### src/rtl/hpio_defines.svh
`ifndef HPIO_DEFINES_SVH
`define HPIO_DEFINES_SVH
`define HPIO_ADDR_FOUR_MODE 8'h9C
`define HPIO_ADDR_FIVE_MODE 8'h9D
`define HPIO_ADDR_SIX_MODE 8'h9E
`define HPIO_ADDR_SEVEN_MODE 8'h9F
`define HPIO_ADDR_FOUR_LATCH 8'hC8
`define HPIO_ADDR_FIVE_LATCH 8'hD8
`define HPIO_ADDR_SIX_LATCH 8'hE8
`define HPIO_ADDR_SEVEN_LATCH 8'hF8
`define HPIO_PAGE_HIGH 8'h0F
`define HPIO_LATCH_RESET 8'hFF
`define HPIO_MODE_RESET 8'h00
`define HPIO_BIT_WR_STROBE 7
`define HPIO_BIT_RD_STROBE 6
`define HPIO_BIT_ADDR_LATCH 5
`endif

### src/rtl/hpio_pkg.sv
package hpio_pkg;
  typedef struct packed {
    logic active;
    logic is_read;
    logic multiplexed;
    logic wr_strobe_n;
    logic rd_strobe_n;
    logic addr_latch;
    logic [15:0] address;
    logic [7:0] wdata;
    logic addr_phase;
  } hpio_mem_t;
  typedef struct packed {
    logic [3:0][7:0] latch;
    logic [3:0][7:0] mode;
    logic [7:0] rdata;
  } hpio_state_t;
endpackage

### src/rtl/hpio_sync.sv
`timescale 1ns/100ps
`default_nettype none
module hpio_sync #(
  parameter int WIDTH = 32
) (
  input wire logic clk,
  input wire logic reset,
  input wire logic [WIDTH-1:0] async_in,
  output logic [WIDTH-1:0] sync_out
);
  logic [WIDTH-1:0] stage_one;
  always_ff @(posedge clk or posedge reset) begin
    if (reset) begin
      stage_one <= '0;
      sync_out <= '0;
    end else begin
      stage_one <= async_in;
      sync_out <= stage_one;
    end
  end
endmodule // hpio_sync
`default_nettype wire

### src/rtl/hpio_high_port.sv
`include "hpio_defines.svh"
`timescale 1ns/100ps
`default_nettype none
module hpio_high_port
  import hpio_pkg::*;
(
  input wire logic clk,
  input wire logic reset,
  input wire logic [7:0] sfr_addr,
  input wire logic [7:0] register_page_select,
  input wire logic sfr_write,
  input wire logic sfr_read,
  input wire logic sfr_rmw,
  input wire logic [7:0] sfr_wdata,
  output logic [7:0] sfr_rdata,
  input wire logic pullup_global_disable,
  input wire logic ext_mem_on_high_ports,
  input wire hpio_mem_t ext_mem,
  output logic [7:0] ext_mem_rdata,
  input wire logic [31:0] pin_in,
  output logic [31:0] pin_out,
  output logic [31:0] pin_oe,
  output logic [31:0] pin_pullup_en
);
  hpio_state_t state;
  hpio_state_t next_state;
  logic [31:0] pin_sync;
  logic [31:0] level;
  logic [31:0] mem_own;
  logic [31:0] mem_val;
  logic [31:0] data_release;
  logic mem_live;
  logic [31:0] want_oe;

  hpio_sync #(.WIDTH(32)) u_sync (
    .clk(clk),
    .reset(reset),
    .async_in(pin_in),
    .sync_out(pin_sync)
  );

  function automatic int reg_index(input logic [7:0] addr, input logic [7:0] base0,
                                   input logic [7:0] base1, input logic [7:0] base2,
                                   input logic [7:0] base3);
    int idx;
    idx = -1;
    if (addr == base0) idx = 0;
    if (addr == base1) idx = 1;
    if (addr == base2) idx = 2;
    if (addr == base3) idx = 3;
    return idx;
  endfunction

  // Memory ownership and values per pin.
  always_comb begin
    mem_live = ext_mem_on_high_ports && ext_mem.active;
    mem_own = '0;
    mem_val = '0;
    data_release = '0;
    if (mem_live) begin
      mem_own[`HPIO_BIT_WR_STROBE] = 1'b1;
      mem_own[`HPIO_BIT_RD_STROBE] = 1'b1;
      mem_own[`HPIO_BIT_ADDR_LATCH] = 1'b1;
      mem_val[`HPIO_BIT_WR_STROBE] = ext_mem.wr_strobe_n;
      mem_val[`HPIO_BIT_RD_STROBE] = ext_mem.rd_strobe_n;
      mem_val[`HPIO_BIT_ADDR_LATCH] = ext_mem.addr_latch;
      mem_own[23:16] = 8'hFF;
      mem_own[31:24] = 8'hFF;
      if (ext_mem.multiplexed) begin
        mem_val[23:16] = ext_mem.address[15:8];
        mem_val[31:24] = ext_mem.addr_phase ? ext_mem.address[7:0] : ext_mem.wdata;
        if (ext_mem.is_read && !ext_mem.addr_phase) data_release[31:24] = 8'hFF;
      end else begin
        mem_own[15:8] = 8'hFF;
        mem_val[15:8] = ext_mem.address[15:8];
        mem_val[23:16] = ext_mem.address[7:0];
        mem_val[31:24] = ext_mem.wdata;
        if (ext_mem.is_read) data_release[31:24] = 8'hFF;
      end
    end
  end

  // Pin drive: memory values override latches, modes kept.
  always_comb begin
    for (int i = 0; i < 32; i++) begin
      level[i] = mem_own[i] ? mem_val[i] : state.latch[i/8][i%8];
      want_oe[i] = !level[i] || state.mode[i/8][i%8];
      pin_oe[i] = want_oe[i] && !data_release[i];
      pin_out[i] = level[i];
      pin_pullup_en[i] = !pullup_global_disable && !(pin_oe[i] && !level[i]);
    end
  end

  // Register bus: page and address decode, writes and registered reads.
  always_comb begin
    int li;
    int mi;
    li = reg_index(sfr_addr, `HPIO_ADDR_FOUR_LATCH, `HPIO_ADDR_FIVE_LATCH,
                   `HPIO_ADDR_SIX_LATCH, `HPIO_ADDR_SEVEN_LATCH);
    mi = reg_index(sfr_addr, `HPIO_ADDR_FOUR_MODE, `HPIO_ADDR_FIVE_MODE,
                   `HPIO_ADDR_SIX_MODE, `HPIO_ADDR_SEVEN_MODE);
    next_state = state;
    if (register_page_select == `HPIO_PAGE_HIGH) begin
      if (sfr_write) begin
        if (li >= 0) next_state.latch[li[1:0]] = sfr_wdata;
        if (mi >= 0) next_state.mode[mi[1:0]] = sfr_wdata;
      end
      if (sfr_read) begin
        next_state.rdata = 8'h00;
        if (li >= 0) begin
          next_state.rdata = sfr_rmw ? state.latch[li[1:0]] :
                             pin_sync[li[1:0]*8 +: 8];
        end
        if (mi >= 0) next_state.rdata = state.mode[mi[1:0]];
      end
    end
  end

  // Reset leaves every pin open-drain with its latch high, so only pins owned by an active memory interface can be driven.
  always_ff @(posedge clk or posedge reset) begin
    if (reset) begin
      state.latch <= {4{`HPIO_LATCH_RESET}};
      state.mode <= {4{`HPIO_MODE_RESET}};
      state.rdata <= 8'h00;
    end else begin
      state <= next_state;
    end
  end

  // Port seven pins also feed the memory interface read data.
  assign sfr_rdata = state.rdata;
  assign ext_mem_rdata = pin_sync[31:24];

  // Checks on pin drive, pullups and the register bus.
  AST_LATCH_ZERO_DRIVES: assert property (@(posedge clk) disable iff (reset)
    (!mem_live && state.latch[0][0] == 1'b0) |-> (pin_oe[0] && !pin_out[0]))
    else $error("latch zero not driven low");
  AST_OPEN_DRAIN_FLOATS: assert property (@(posedge clk) disable iff (reset)
    (!mem_live && state.latch[1][3] && !state.mode[1][3]) |-> !pin_oe[11])
    else $error("open-drain one is driven");
  AST_PUSH_PULL_HIGH: assert property (@(posedge clk) disable iff (reset)
    (!mem_live && state.mode[2][1]) |-> pin_oe[17])
    else $error("push-pull pin released");
  AST_MEM_STROBE: assert property (@(posedge clk) disable iff (reset)
    mem_live |-> (pin_out[7] == ext_mem.wr_strobe_n && pin_out[6] == ext_mem.rd_strobe_n))
    else $error("strobe not on port four");
  AST_READ_RELEASE: assert property (@(posedge clk) disable iff (reset)
    (mem_live && ext_mem.is_read && !ext_mem.multiplexed) |-> pin_oe[31:24] == 8'h00)
    else $error("data bus driven during read");
  AST_NONMUX_ADDR: assert property (@(posedge clk) disable iff (reset)
    (mem_live && !ext_mem.multiplexed) |-> pin_out[15:8] == ext_mem.address[15:8])
    else $error("upper address missing on port five");
  AST_PIN_READ: assert property (@(posedge clk) disable iff (reset)
    (sfr_read && !sfr_rmw && sfr_addr == `HPIO_ADDR_SEVEN_LATCH
     && register_page_select == `HPIO_PAGE_HIGH) |=> sfr_rdata == $past(pin_sync[31:24]))
    else $error("pin read wrong");
  AST_RMW_READ: assert property (@(posedge clk) disable iff (reset)
    (sfr_read && sfr_rmw && sfr_addr == `HPIO_ADDR_FOUR_LATCH
     && register_page_select == `HPIO_PAGE_HIGH) |=> sfr_rdata == $past(state.latch[0]))
    else $error("rmw read wrong");
  AST_PULLUP_OFF: assert property (@(posedge clk) disable iff (reset)
    pullup_global_disable |-> pin_pullup_en == 32'h0000_0000)
    else $error("pullup not disabled");
  AST_LOW_NO_PULLUP: assert property (@(posedge clk) disable iff (reset)
    (pin_oe[0] && !pin_out[0]) |-> !pin_pullup_en[0])
    else $error("pullup left on a low pin");
  AST_PAGE_GUARD: assert property (@(posedge clk) disable iff (reset)
    (sfr_write && register_page_select != `HPIO_PAGE_HIGH)
    |=> state.latch == $past(state.latch))
    else $error("write taken on a foreign page");

  // Checks while the memory interface owns pins.
  AST_ALE_PIN: assert property (@(posedge clk) disable iff (reset)
    mem_live |-> pin_out[5] == ext_mem.addr_latch)
    else $error("address latch enable not on port four");
  AST_MUX_HIGH_ADDR: assert property (@(posedge clk) disable iff (reset)
    (mem_live && ext_mem.multiplexed) |-> pin_out[23:16] == ext_mem.address[15:8])
    else $error("upper address missing on port six");
  AST_NONMUX_LOW_ADDR: assert property (@(posedge clk) disable iff (reset)
    (mem_live && !ext_mem.multiplexed) |-> pin_out[23:16] == ext_mem.address[7:0])
    else $error("lower address missing on port six");
  AST_NONMUX_DATA: assert property (@(posedge clk) disable iff (reset)
    (mem_live && !ext_mem.multiplexed) |-> pin_out[31:24] == ext_mem.wdata)
    else $error("data byte missing on port seven");
  AST_MUX_AD_ADDR: assert property (@(posedge clk) disable iff (reset)
    (mem_live && ext_mem.multiplexed && ext_mem.addr_phase)
    |-> pin_out[31:24] == ext_mem.address[7:0])
    else $error("low address missing on port seven");
  AST_MUX_READ_RELEASE: assert property (@(posedge clk) disable iff (reset)
    (mem_live && ext_mem.multiplexed && ext_mem.is_read && !ext_mem.addr_phase)
    |-> pin_oe[31:24] == 8'h00)
    else $error("data bus driven during multiplexed read");
  AST_MODE_KEPT: assert property (@(posedge clk) disable iff (reset)
    (mem_live && state.mode[2][1]) |-> pin_oe[17])
    else $error("memory activity changed a drive mode");

  // Main scenarios that the bench should reach.
  COV_MEM_READ: cover property (@(posedge clk) disable iff (reset) mem_live && ext_mem.is_read);
  COV_MEM_MUX: cover property (@(posedge clk) disable iff (reset) mem_live && ext_mem.multiplexed);
  COV_WRITE: cover property (@(posedge clk) disable iff (reset)
    sfr_write && sfr_addr == `HPIO_ADDR_FIVE_MODE);
  COV_PULLUP_OFF: cover property (@(posedge clk) disable iff (reset)
    pullup_global_disable);
  COV_RMW_READ: cover property (@(posedge clk) disable iff (reset)
    sfr_read && sfr_rmw);
endmodule // hpio_high_port
`default_nettype wire

### config.mk
export PLATFORM = sky130hd
export DESIGN_NAME = hpio_high_port
export DESIGN_NICKNAME = d
export VERILOG_FILES = /design/src/rtl/hpio_pkg.sv /design/src/rtl/hpio_sync.sv /design/src/rtl/hpio_high_port.sv
export VERILOG_INCLUDE_DIRS = /design/src /design/src/rtl
export SDC_FILE = /design/constraint.sdc
export NUM_CORES = 1
export LEC_CHECK = 0
export BUFFER_PORTS_ARGS = -buffer_cell sky130_fd_sc_hd__buf_4
export CORE_AREA = 2 2 131 133
export DETAILED_ROUTE_END_ITERATION = 10
export DIE_AREA = 0 0 133 135
export GPL_ROUTABILITY_DRIVEN = 0
export GPL_TIMING_DRIVEN = 1
export PLACE_DENSITY = 0.7
export SLEW_MARGIN = 20
export SYNTH_ARGS = -nofsm -noshare
export SYNTH_HDL_FRONTEND = slang
export SYNTH_SLANG_ARGS = --single-unit
### constraint.sdc
create_clock -name clk -period 3.9 [get_ports clk]
set_input_delay 0 -clock clk [delete_from_list [all_inputs] [get_ports clk]]
set_output_delay 0 -clock clk [all_outputs]
set_load 0.02 [all_outputs]
# Word level (Yosys, flattened, before mapping)
# Index checks and enable logic that the tools add are counted.
[totals] word_cells=270 inputBits=94 output_inout_bits=112 reg_bits=136
[classes] mux=58 magnitude_cmp=6 n_eq_ne=9 n_reduce_logical=185 shifts=1
[ops] cell="$mux 32" n=8
[ops] cell="$mux 8" n=14
[ops] cell="$logic_and 1x1->1" n=76
[ops] cell="$logic_not 1->1" n=74
[ops] cell="$bwmux 32" n=2
[ops] cell="$eq 8x8->1 const B" n=8
[ops] cell="$ge 32x1->1 const B" n=2
[ops] cell="$mux 27" n=2
[ops] cell="$bmux 8 s2" n=2
[ops] cell="$demux 8 s2" n=2
[ops] cell="$logic_or 1x1->1" n=32
[ops] cell="$shiftx 32x6->8" n=1
[ops] cell="$mux 1" n=27
[ops] cell="$mux 16" n=1
[ops] cell="$eq 8x4->1 const B" n=1
[ops] cell="$lt 2x3->1 const B" n=2
[ops] cell="$reduce_and 3->1" n=2
[ops] cell="$ge 2x1->1 const B" n=2
[ops] cell="$reduce_and 2->1" n=1

# Depth between registers and ports, before layout
# Gate-level depths: netlist of run 1.
[logic_depth] depth_word=10 mapped_depth=6 depth_no_buf=4

# Hierarchy
# A second synthesis of run 1 with hierarchy kept.
[hier_totals] cells_unflattened=521 area_unflattened_um2=6533.8
[by_module_without_submodules] mod="hpio_high_port" seq_area_each_um2=1841.8 instances=1 cells_per_inst=456 area_each_um2=4928.5
[by_module_without_submodules] mod="hpio_sync" seq_area_each_um2=1601.5 instances=1 cells_per_inst=65 area_each_um2=1605.3

# Worst setup path before layout of run 1
# Ideal clock, no wire load.
[synth_path] kind="input-to-reg" start="input port sfr_addr[4]" end="register state[24] (netlist bit)" slack_ps=2340 required_time_ps=3775 stages=5 setup_ps=125 arrival_time_ps=1436 path_cell_list="clkbuf_2 > and4bb_2 > nand2_1 > nor4b_4 > mux2_2"
[synth_via] elab_chain_len=10
[synth_lines] item="start, declared" line_no="hpio_high_port.sv:9" rtl="input wire logic [7:0] sfr_addr,"
[synth_lines] item="$eq 8x8->1" line_no="hpio_high_port.sv:47" rtl="if (addr == base0) idx = 0;"
[synth_lines] item="$mux 32" line_no="hpio_high_port.sv:47"
[synth_lines] item="$mux 32" line_no="hpio_high_port.sv:48" rtl="if (addr == base1) idx = 1;"
[synth_lines] item="$mux 32" line_no="hpio_high_port.sv:49" rtl="if (addr == base2) idx = 2;"
[synth_lines] item="$mux 32 *" line_no="hpio_high_port.sv:50" rtl="if (addr == base3) idx = 3;"
[synth_lines] item="branches (longest 5 deep; another with $ge 32x1->1)"
[synth_lines] item="end signal, assigned" line_no="hpio_high_port.sv:126" rtl="state <= next_state;"
[synth_lines] item="end, declared" line_no="hpio_high_port.sv:25" rtl="hpio_state_t state;"
# Every way passes the cells marked *.
# A chain may end at the register's enable or synchronous reset.

# Final worst setup path of run 1
[layout_path] start="input port ext_mem_on_high_ports" end="output port pin_oe[10]"
[layout_via] elab_chain_len=5
[layout_lines] item="start, declared" line_no="hpio_high_port.sv:17" rtl="input wire logic ext_mem_on_high_ports,"
[layout_lines] item="$logic_and 1x1->1 *" line_no="hpio_high_port.sv:56" rtl="mem_live = ext_mem_on_high_ports && ext_mem.active;"
[layout_lines] item="$mux 27" line_no="hpio_high_port.sv:60" rtl="if (mem_live) begin"
[layout_lines] item="$mux 1 *" line_no="hpio_high_port.sv:86" rtl="level[i] = mem_own[i] ? mem_val[i] : state.latch[i/8][i%8];"
[layout_lines] item="$logic_not 1->1 *" line_no="hpio_high_port.sv:87" rtl="want_oe[i] = !level[i] || state.mode[i/8][i%8];"
[layout_lines] item="$logic_or 1x1->1 *" line_no="hpio_high_port.sv:87"
[layout_lines] item="end, declared" line_no="hpio_high_port.sv:22" rtl="output logic [31:0] pin_oe,"
# Mark *: on every way between the ends. The rest lies on a longest branch, timed or not.

==> results of run 1 <==
Yosys cell counts (all sizes together), types with 7 or more instances:
master,count,share of area
a21oi,16,0.013
a221o,7,0.011
a31o,8,0.011
buf,29,0.031
clkbuf,12,0.0073
dfrtp,104,0.41
dfstp,32,0.13
inv,32,0.019
mux2,65,0.12
mux2i,27,0.042
mux4,23,0.081
nand2,14,0.0083
nand3,12,0.011
nor2,37,0.022
nor3,9,0.0096
o21a,8,0.0094
or2,19,0.019
layout make-up:
type	count	area, sq um	area share
flip-flops and latches	136	3440	0.385
clock buffers	18	439	0.0491
clock inverters	14	136	0.0153
well taps	220	275	0.0308
inverters	32	125	0.0140
multi-input cells	273	2560	0.286
repair buffers	248	1960	0.220
worst max-delay path, cell delays in order:
cell and delay [ns]:
buf_4 0.08, and2_1 0.37, buf_4 0.29, nand2b_1 0.45
mux2i_1 0.30, or2_2 0.33, buf_4 0.16
cells in the final DEF (no fill, tap or decap), types with 2 or more instances in the layout:
cell type	count
a21oi_1	16
a221o_1	7
a31o_2	8
and2_1	2
buf_4	207
clkbuf_16	17
clkinvlp_4	5
dfrtp_1	104
dfstp_2	32
dlygate4sd3_1	41
inv_1	30
inv_6	7
mux2_2	65
mux2i_1	27
mux4_2	23
nand2_1	14
nand2b_1	6
nand3_1	11
nor2_1	37
nor2b_1	5
nor3_1	7
nor4_4	5
nor4b_4	2
o21a_1	8
or2_2	19
through the flow:
step | setup WS (ns) | instance area (sq um) | hold WS, ns
6_report | 1.89 | 8940 | 0.152
5_1_grt | 1.73 | 8940 | 0.181
4_1_cts | 1.86 | 8940 | 0.138
3_5_place_dp | 1.50 | 7960 | 0.110
3_3_place_gp | 1.57 | 7960 | 0.109
2_1_floorplan | 0.313 | 6360 | 0.0314
metal layers:
layer / vias up / GRT usage / share of wire
met5: - / 0 / 0
met4: 0 / 0.0621 / 0.017
met2: 187 / 0.355 / 0.51
met1: 2403 / 0.273 / 0.42
met3: 25 / 0.0454 / 0.058
li1: 2141 / - / -
kinds of logic after synthesis:
logic type	after synthesis	synth area share
buf+inv	73	0.0568
simple gates	116	0.115
mux	115	0.239
flops	136	0.541
compound gates	42	0.0482
registers in the layout, indices dropped and copies added (netlist names):
name / count
state: 59
u_sync.stage_one: 32
u_sync.sync_out: 32
sfr_rdata: 8
pin_out: 5
worst min path at each step:
| stage | start | endpoint | depth (start not counted) |
|---|---|---|---|
| after floorplan | pin_in[0] | u_sync.stage_one[0] | 0 |
| after global placement | pin_in[31] | u_sync.stage_one[31] | 1 |
| after detailed placement | pin_in[4] | u_sync.stage_one[4] | 1 |
| after CTS | sfr_rmw | sfr_rdata[7] | 5 |
| after global routing | sfr_rmw | sfr_rdata[7] | 5 |
| final | sfr_rmw | sfr_rdata[7] | 5 |
report_power, final:
group          total (uW)  internal (uW)  leakage, uW  switching (uW)
clock network        1540            908     0.000269             632
logic                 403            189      0.00246             213
registers            1460           1450      0.00163            10.6
==> flow_metrics.tcl, run 1 <==
set metrics [dict create \
    reg2reg_depth 4 \
    cts_tree "done" \
    fillers 1414 \
    regToRegEndpoint "sfr_rdata[0]" \
    fp.dieArea_sq_um 18000 \
    globalRouteOverflowTotal 0 \
    first_global_vias 4951 \
    crit_fanout 12 \
    instance_count_after_placement_with_tap_cells_included 868 \
    cap_viol_max_count 0 \
    synthToLayoutAreaGrowth_pct 40.5 \
    post_layout_nonfiller_instances 941 \
    die_height_microns 135 \
    synth_enable_flop_cells 0 \
    netlist_instances 482 \
    placement.io_buffers 205 \
    clock_sinks 136 \
    drive_above_1_share 0.555 \
    post_cts_hold_buffer_count 41 \
    place_hpwl_microns 13500 \
    netlist-cell-type-count 37 \
    worst_clock_skew_ns 0.00815 \
    reg2reg_setup_slack_ns 2.26 \
    drc_errors 0 \
    cp-start-kind "primary input" \
    antenna_found_initial 0 \
    worstReg2RegStart "u_sync.sync_out[24]" \
    timing.fmax_mhz 497 \
    drt_first_iter_violations 314 \
    drt_pass1_iterations 4 \
    cp_data_required_time_ns 3.90 \
    postRouteWirelength_microns 18700 \
    worstSetupPathType "primary input to output pin" \
    finalSetupViolCount 0 \
    cts.htree.levels 4 \
    fp.dieW_microns 133 \
    total_negative_slack_for_setup_checks_ns 0 \
    worst_setup_path_startpoint "ext_mem_on_high_ports" \
    fp.coreArea_sq_um 16400 \
    share_of_flip_flops_with_an_asynchronous_set_or_reset 1.00 \
    drt-wirelength-per-cell_microns 19.8 \
    post-layout-total-power_uw 3400 \
    vdd.ir_drop.worst_mv 0.260 \
    grt_start_max_net_pins 106 \
    clockBufferDepth 2 \
    ys_seq_area_frac 0.541 \
    finalHoldViolations 0 \
    finalWorstPathRequiredPeriod_ns 2.01 \
    hold_class "primary input to flip-flop" \
    status "finished, final reports clean" \
    syn_nets 576 \
    cts_resized 0 \
    cts.repair_timing.setup_buffer_count 0 \
    synth_area_sq_um 6360 \
    crit_end "pin_oe[10]" \
    cellPowerDensity_nw_per_um2 380 \
    clk_latency_ns 0.41 \
    vias_per_cell 5.05 \
    max_slew_margin 0.366 \
    flip_flop_and_latch_count_after_synthesis 136 \
    antenna-diode-count 0 \
    timing.critical_path.arrival_ns 2.01 \
    boundaryPins 206 \
    synth.avg_cell_area_sq_um 13.2 \
    grt_pass1_wl_microns 28000 \
    floorplan.initialDensity 0.388 \
    clock-root-buffer "clkbuf_16" \
    timing.final.max_slew_violations 0 \
    tritoncts.num_buffers 17 \
    timing.critical_path.to_type "output pin" \
    final_core_utilization 0.545 \
    via_count 4756 \
    max_slew.worst_pin.slew_ns 0.946 \
    crit_share_post_route 0.516 \
    synthFlopType "dfrtp_1" \
    power_leakage_uw 0.00437 \
    rsz0062_at_grt "false" \
    row_count 47 \
    total_routing_resource_utilization_after_global_routing 0.210 \
    worst_setup_hold_path_clk_slew_ns 0.06 \
    final_nets 802 \
    yosys_warnings 0 \
    antenna_violating_nets_post_route 0 \
]
Note: power is estimated with default switching activity, not from simulation.
==> run 2, diff against run 1 <==
--- a/config.mk
+++ b/config.mk
@@ -12,7 +12,7 @@
 export DIE_AREA = 0 0 133 135
 export GPL_ROUTABILITY_DRIVEN = 0
 export GPL_TIMING_DRIVEN = 1
-export PLACE_DENSITY = 0.7
+export PLACE_DENSITY = 0.73
 export SLEW_MARGIN = 20
 export SYNTH_ARGS = -nofsm -noshare
 export SYNTH_HDL_FRONTEND = slang
==> constraint.sdc (replaced) <==
create_clock -name clk -period 1.6 [get_ports clk]
set_input_delay 0 -clock clk [delete_from_list [all_inputs] [get_ports clk]]
set_output_delay 0 -clock clk [all_outputs]
set_load 0.02 [all_outputs]
==> flow_metrics.tcl, run 2 (same netlist as run 1, synthesis figures left out) <==
set metrics [dict create \
    path_delay_family "flip-flops" \
    finalWorstPathRequiredPeriod_ns 1.58 \
    max_slew_margin 0.558 \
    path_cells "nor2_1 > a31o_2 > o21a_1 > buf_6" \
    vdd.ir_drop.worst_mv 0.720 \
    grt_start_max_net_pins 49 \
    cts_tree "done" \
    total_negative_slack_for_setup_checks_ns 0 \
    worst_setup_hold_path_clk_slew_ns 0.06 \
    biggestRegsByFlops "state: 59 flops, u_sync.stage_one: 32 flops, u_sync.sync_out: 32 flops" \
    placement.io_buffers 205 \
    clock_sinks 136 \
    cp_data_required_time_ns 1.60 \
    pre_cts_slack_ns -0.0450 \
    largest_register_ffs 59 \
    vias_per_cell 5.03 \
    hold_class "primary input to flip-flop" \
    cellPowerDensity_nw_per_um2 909 \
    grt_pass1_wl_microns 29000 \
    timing.fmax_mhz 632 \
    clk_latency_ns 0.42 \
    timing.critical_path.arrival_ns 1.58 \
    drt-wirelength-per-cell_microns 19.4 \
    fillers 1341 \
    die_height_microns 135 \
    via_count 4957 \
    floorplan.initialDensity 0.388 \
    cap_viol_max_count 0 \
    timing.final.max_slew_violations 0 \
    antenna_violating_nets_post_route 0 \
    clock-root-buffer "clkbuf_16" \
    drt_pass1_iterations 5 \
    worstSetupPathType "flip-flop to output pin" \
    boundaryPins 206 \
    drc_errors 0 \
    clockBufferDepth 2 \
    antenna_found_initial 0 \
    worst-path-buf-inv 1 \
    finalHoldViolations 0 \
    final_core_utilization 0.577 \
    drt_first_iter_violations 271 \
    mostFrequentLayoutCell "buf_4" \
    power_leakage_uw 0.00461 \
    first_global_vias 5132 \
    total_routing_resource_utilization_after_global_routing 0.217 \
    critPathSlowestCell "dfstp_2" \
    crit_share_post_route 0.989 \
    postRouteWirelength_microns 19200 \
    finalSetupViolCount 0 \
    cp-start-kind "flip-flop" \
    fp.coreArea_sq_um 16400 \
    status "finished, final reports clean" \
    rsz0062_at_grt "true" \
    row_count 47 \
    timing.critical_path.to_type "output pin" \
    timing.final.ws_setup_ns 0.0173 \
    fp.dieArea_sq_um 18000 \
    crit_fanout 3 \
    antenna-diode-count 0 \
    worst_clock_skew_ns 0.0102 \
    tritoncts.num_buffers 17 \
    cts.htree.levels 4 \
    regMostFlops "state" \
    layout.cells.most_common_list "buf_4, dfrtp_1, mux2_2" \
    drive_above_1_share 0.596 \
    final_nets 846 \
    globalRouteOverflowTotal 0 \
    synthToLayoutAreaGrowth_pct 48.6 \
    fp.dieW_microns 133 \
    place_hpwl_microns 14000 \
    cp_max_stage_delay_ns 0.54 \
    max_slew.worst_pin.slew_ns 0.661 \
]
-- run 2: cell types whose count changed in the layout (fill, tap and decap cells not counted), sizes merged --
cell,before,now
buf,207,251
bufinv,1,3
clkbuf,18,19
clkinv,1,0
clkinvlp,5,7
inv,39,35
-- run 2: final timing paths --
path	startpoint	endpoint	slack (ns)	cells after the start
setup / recovery	state[71]	pin_oe[31]	0.02	4
hold reg to reg	u_sync.stage_one[2]	u_sync.sync_out[2]	0.35	0
setup reg to reg	state[66]	sfr_rdata[2]	0.02	5
hold / removal	sfr_rmw	sfr_rdata[7]	0.16	5
max in group asynchronous	reset	pin_out[1]	0.66	4
min in group asynchronous	reset	state[13]	0.24	3
-- run 2: worst reg2reg max path: cells and delay by family, from the launching register on --
| family | cells | cell delay [ns] |
|---|---|---|
| buf+inv | 1 | 0.13 |
| compound gates | 1 | 0.26 |
| mux | 2 | 0.62 |
| simple gates | 1 | 0.06 |
| flops | 1 | 0.39 |
-- run 2: metrics by stage --
| stage | total power [uW] | cells | instance area, sq um | hold WS, ns |
|---|---|---|---|---|
| floorplan | 4070 | 482 | 6370 | 0.0314 |
| global placement | 4540 | 907 | 8310 | 0.110 |
| detailed placement | 4560 | 907 | 8310 | 0.110 |
| CTS | 8660 | 981 | 9340 | 0.128 |
| global route | 8930 | 985 | 9460 | 0.175 |
| finish | 8600 | 985 | 9460 | 0.159 |
-- run 2: routing by layer --
| metal | track usage | up-vias | part of all wire |
|---|---|---|---|
| met4 | 0.0657 | 0 | 0.014 |
| li1 | - | 2222 | - |
| met2 | 0.368 | 243 | 0.51 |
| met5 | 0 | - | 0 |
| met3 | 0.0623 | 24 | 0.086 |
| met1 | 0.271 | 2468 | 0.39 |
-- run 2: layout make-up --
type                            instances  area [sq um]  area share
Clock buffer                           19           433      0.0458
Clock inverter                         13           170      0.0180
Inverter                               32           124      0.0131
Multi-Input combinational cell        273          2630       0.278
Sequential cell                       136          3440       0.364
Tap cell                              220           275      0.0291
Timing Repair Buffer                  292          2380       0.252
-- run 2: where the power goes --
group          switching [uW]  internal, uW
logic                     545           512
clock network            1520          2470
registers                24.4          3530
-- run 2: repair_timing --
action	CTS	global route
resized for setup	1	23
hold buffers	41	0
pin swaps	0	5
setup buffers	1	4
setup endpoints to repair	3	21
endpoints found under the hold margin	108	0
gates cloned	0	0
==> run 3, diff against run 2 <==
--- a/config.mk
+++ b/config.mk
@@ -7,12 +7,13 @@
 export NUM_CORES = 1
 export LEC_CHECK = 0
 export BUFFER_PORTS_ARGS = -buffer_cell sky130_fd_sc_hd__buf_4
-export CORE_AREA = 2 2 131 133
+export CORE_AREA = 2 2 121 123
 export DETAILED_ROUTE_END_ITERATION = 10
-export DIE_AREA = 0 0 133 135
+export DIE_AREA = 0 0 123 125
 export GPL_ROUTABILITY_DRIVEN = 0
 export GPL_TIMING_DRIVEN = 1
-export PLACE_DENSITY = 0.73
+export PLACE_DENSITY = 0.82
+export REMOVE_ABC_BUFFERS = 1
 export SLEW_MARGIN = 20
 export SYNTH_ARGS = -nofsm -noshare
 export SYNTH_HDL_FRONTEND = slang
==> flow_metrics.tcl, run 3 (same netlist as run 1, synthesis figures left out) <==
set metrics [dict create \
    largest_register_ffs 59 \
    worstHoldStart "sfr_read" \
    clk_latency_ns 0.40 \
    place_hpwl_microns 13800 \
    via_count 5068 \
    switching_share 0.243 \
    fp.coreArea_sq_um 14200 \
    pwr-share-clk 0.454 \
    layout.cells.most_common_list "buf_4, dfrtp_1, mux2_2" \
    cap_viol_max_count 0 \
    cts.htree.levels 4 \
    timing.critical_path.to_type "output pin" \
    path_delay_family "flip-flops" \
    hold_class "primary input to flip-flop" \
    antenna-diode-count 0 \
    finalSetupViolCount 0 \
    cp_max_stage_delay_ns 0.54 \
    cts_tree "done" \
    worstReg2RegStart "state[65]" \
    total_routing_resource_utilization_after_global_routing 0.253 \
    total_negative_slack_for_setup_checks_ns 0 \
    drt-wirelength-per-cell_microns 20.2 \
    drt_pass1_iterations 6 \
    path_cells "nor2_1 > a31o_2 > o21a_1 > buf_6" \
    final_core_utilization 0.654 \
    timing.critical_path.arrival_ns 1.58 \
    timing.final.max_slew_violations 0 \
    max_slew_margin 0.636 \
    power_leakage_uw 0.00459 \
    drc_errors 0 \
    drive_above_1_share 0.588 \
    switchingPower_uw 2050 \
    finalHoldViolations 0 \
    finalWorstPathRequiredPeriod_ns 1.58 \
    comb_power_share 0.126 \
    final_nets 846 \
    vdd.ir_drop.worst_mv 0.715 \
    fp.dieArea_sq_um 15400 \
    critPathSlowestCell "dfstp_2" \
    floorplan.initialDensity 0.448 \
    regToRegEndpoint "sfr_rdata[1]" \
    status "finished, final reports clean" \
    hold_depth 4 \
    worst-path-buf-inv 1 \
    intPower_uw 6390 \
    fp.dieW_microns 123 \
    tritoncts.num_buffers 17 \
    row_count 44 \
    antenna_violating_nets_post_route 0 \
    grt_pass1_wl_microns 29000 \
    clock_sinks 136 \
    reg2reg_depth 5 \
    antenna_found_initial 0 \
    regMostFlops "state" \
    clock-root-buffer "clkbuf_16" \
    postRouteWirelength_microns 19200 \
    die_height_microns 125 \
    clockBufferDepth 2 \
    biggestRegsByFlops "state: 59 flops, u_sync.stage_one: 32 flops, u_sync.sync_out: 32 flops" \
    boundaryPins 206 \
    grt_start_max_net_pins 57 \
    max_slew.worst_pin.slew_ns 0.544 \
    mostFrequentLayoutCell "buf_4" \
    worst_setup_hold_path_clk_slew_ns 0.06 \
    globalRouteOverflowTotal 0 \
    vias_per_cell 5.34 \
    placement.io_buffers 205 \
    synthToLayoutAreaGrowth_pct 46.0 \
    drt_first_iter_violations 352 \
    cp_data_required_time_ns 1.60 \
    rsz0062_at_grt "true" \
    worst_clock_skew_ns 0.00571 \
    cellPowerDensity_nw_per_um2 908 \
    whs_endpoint "sfr_rdata[7]" \
    worst_hold_slack_ns 0.122 \
    p_seq_frac 0.421 \
    cp-start-kind "flip-flop" \
    timing.fmax_mhz 633 \
    reg2reg_setup_slack_ns 0.05 \
    crit_share_post_route 0.987 \
    crit_fanout 3 \
    first_global_vias 5287 \
    worstSetupPathType "flip-flop to output pin" \
]
run 3: changes by cell type in the layout (fill, tap and decap cells not counted), sizes merged:
cell      before  now
bufinv         3    2
clkinvlp       7    3
clkinv         0    5
run 3: worst register-to-register path: stages, from the launching register on:
cell	delay, ns
dfstp_2	0.38
buf_4	0.14
mux4_2	0.47
mux2i_1	0.14
nor3_1	0.06
a221o_1	0.26
run 3: final cells by class:
cell class                      count  area (sq um)
Clock buffer                       19           443
Timing Repair Buffer              292          2320
Sequential cell                   136          3440
Multi-Input combinational cell    273          2580
Clock inverter                     13           145
Fill cell                        1034          4910
Tap cell                          184           230
Inverter                           32           125
run 3: how the worst max path moves through the flow:
stage | startpoint | to | slack [ns] | cells past startpoint
2_1_floorplan | reset | sfr_rdata[0] | -1.99 | 1
3_3_place_gp | register_page_select[5] | state[52] | -0.05 | 6
3_5_place_dp | register_page_select[5] | state[54] | -0.09 | 6
4_1_cts | state[65] | pin_oe[25] | 0.01 | 4
5_1_grt | state[65] | pin_oe[25] | -0.03 | 4
6_report | state[65] | pin_oe[25] | 0.02 | 4
run 3: metal layers:
metal / global-route usage / up-vias / wire length (microns)
met5: 0 / - / 0
met4: 0.108 / 0 / 755
met3: 0.0607 / 55 / 1450
met2: 0.414 / 273 / 9470
met1: 0.321 / 2519 / 7480
li1: - / 2221 / -
run 3: through the flow:
step / total power, uW / setup slack [ns] / std cells / instance area [sq um]
final: 8440 / 0.0209 / 949 / 9290
after global routing: 8750 / -0.0268 / 949 / 9290
after CTS: 8470 / 0.0113 / 947 / 9240
after detailed placement: 4570 / -0.0880 / 874 / 8240
after global placement: 4550 / -0.0536 / 874 / 8240
after floorplan: 4000 / -1.99 / 441 / 6120
run 3: power groups by stage:
stage                     Combinational (uW)  Clock, uW  Sequential (uW)
final                                   1060       3830             3550
after global routing                    1130       4060             3560
after CTS                               1050       3870             3550
after detailed placement                 962          0             3610
after global placement                   944          0             3610
after floorplan                          382          0             3620
run 3: repair_timing:
item | 4_1_cts | 5_1_grt
gates resized for setup | 0 | 11
buffers inserted | 0 | 2
hold endpoints to repair | 145 | 0
setup endpoints to repair | 0 | 9
hold buffers | 41 | 0
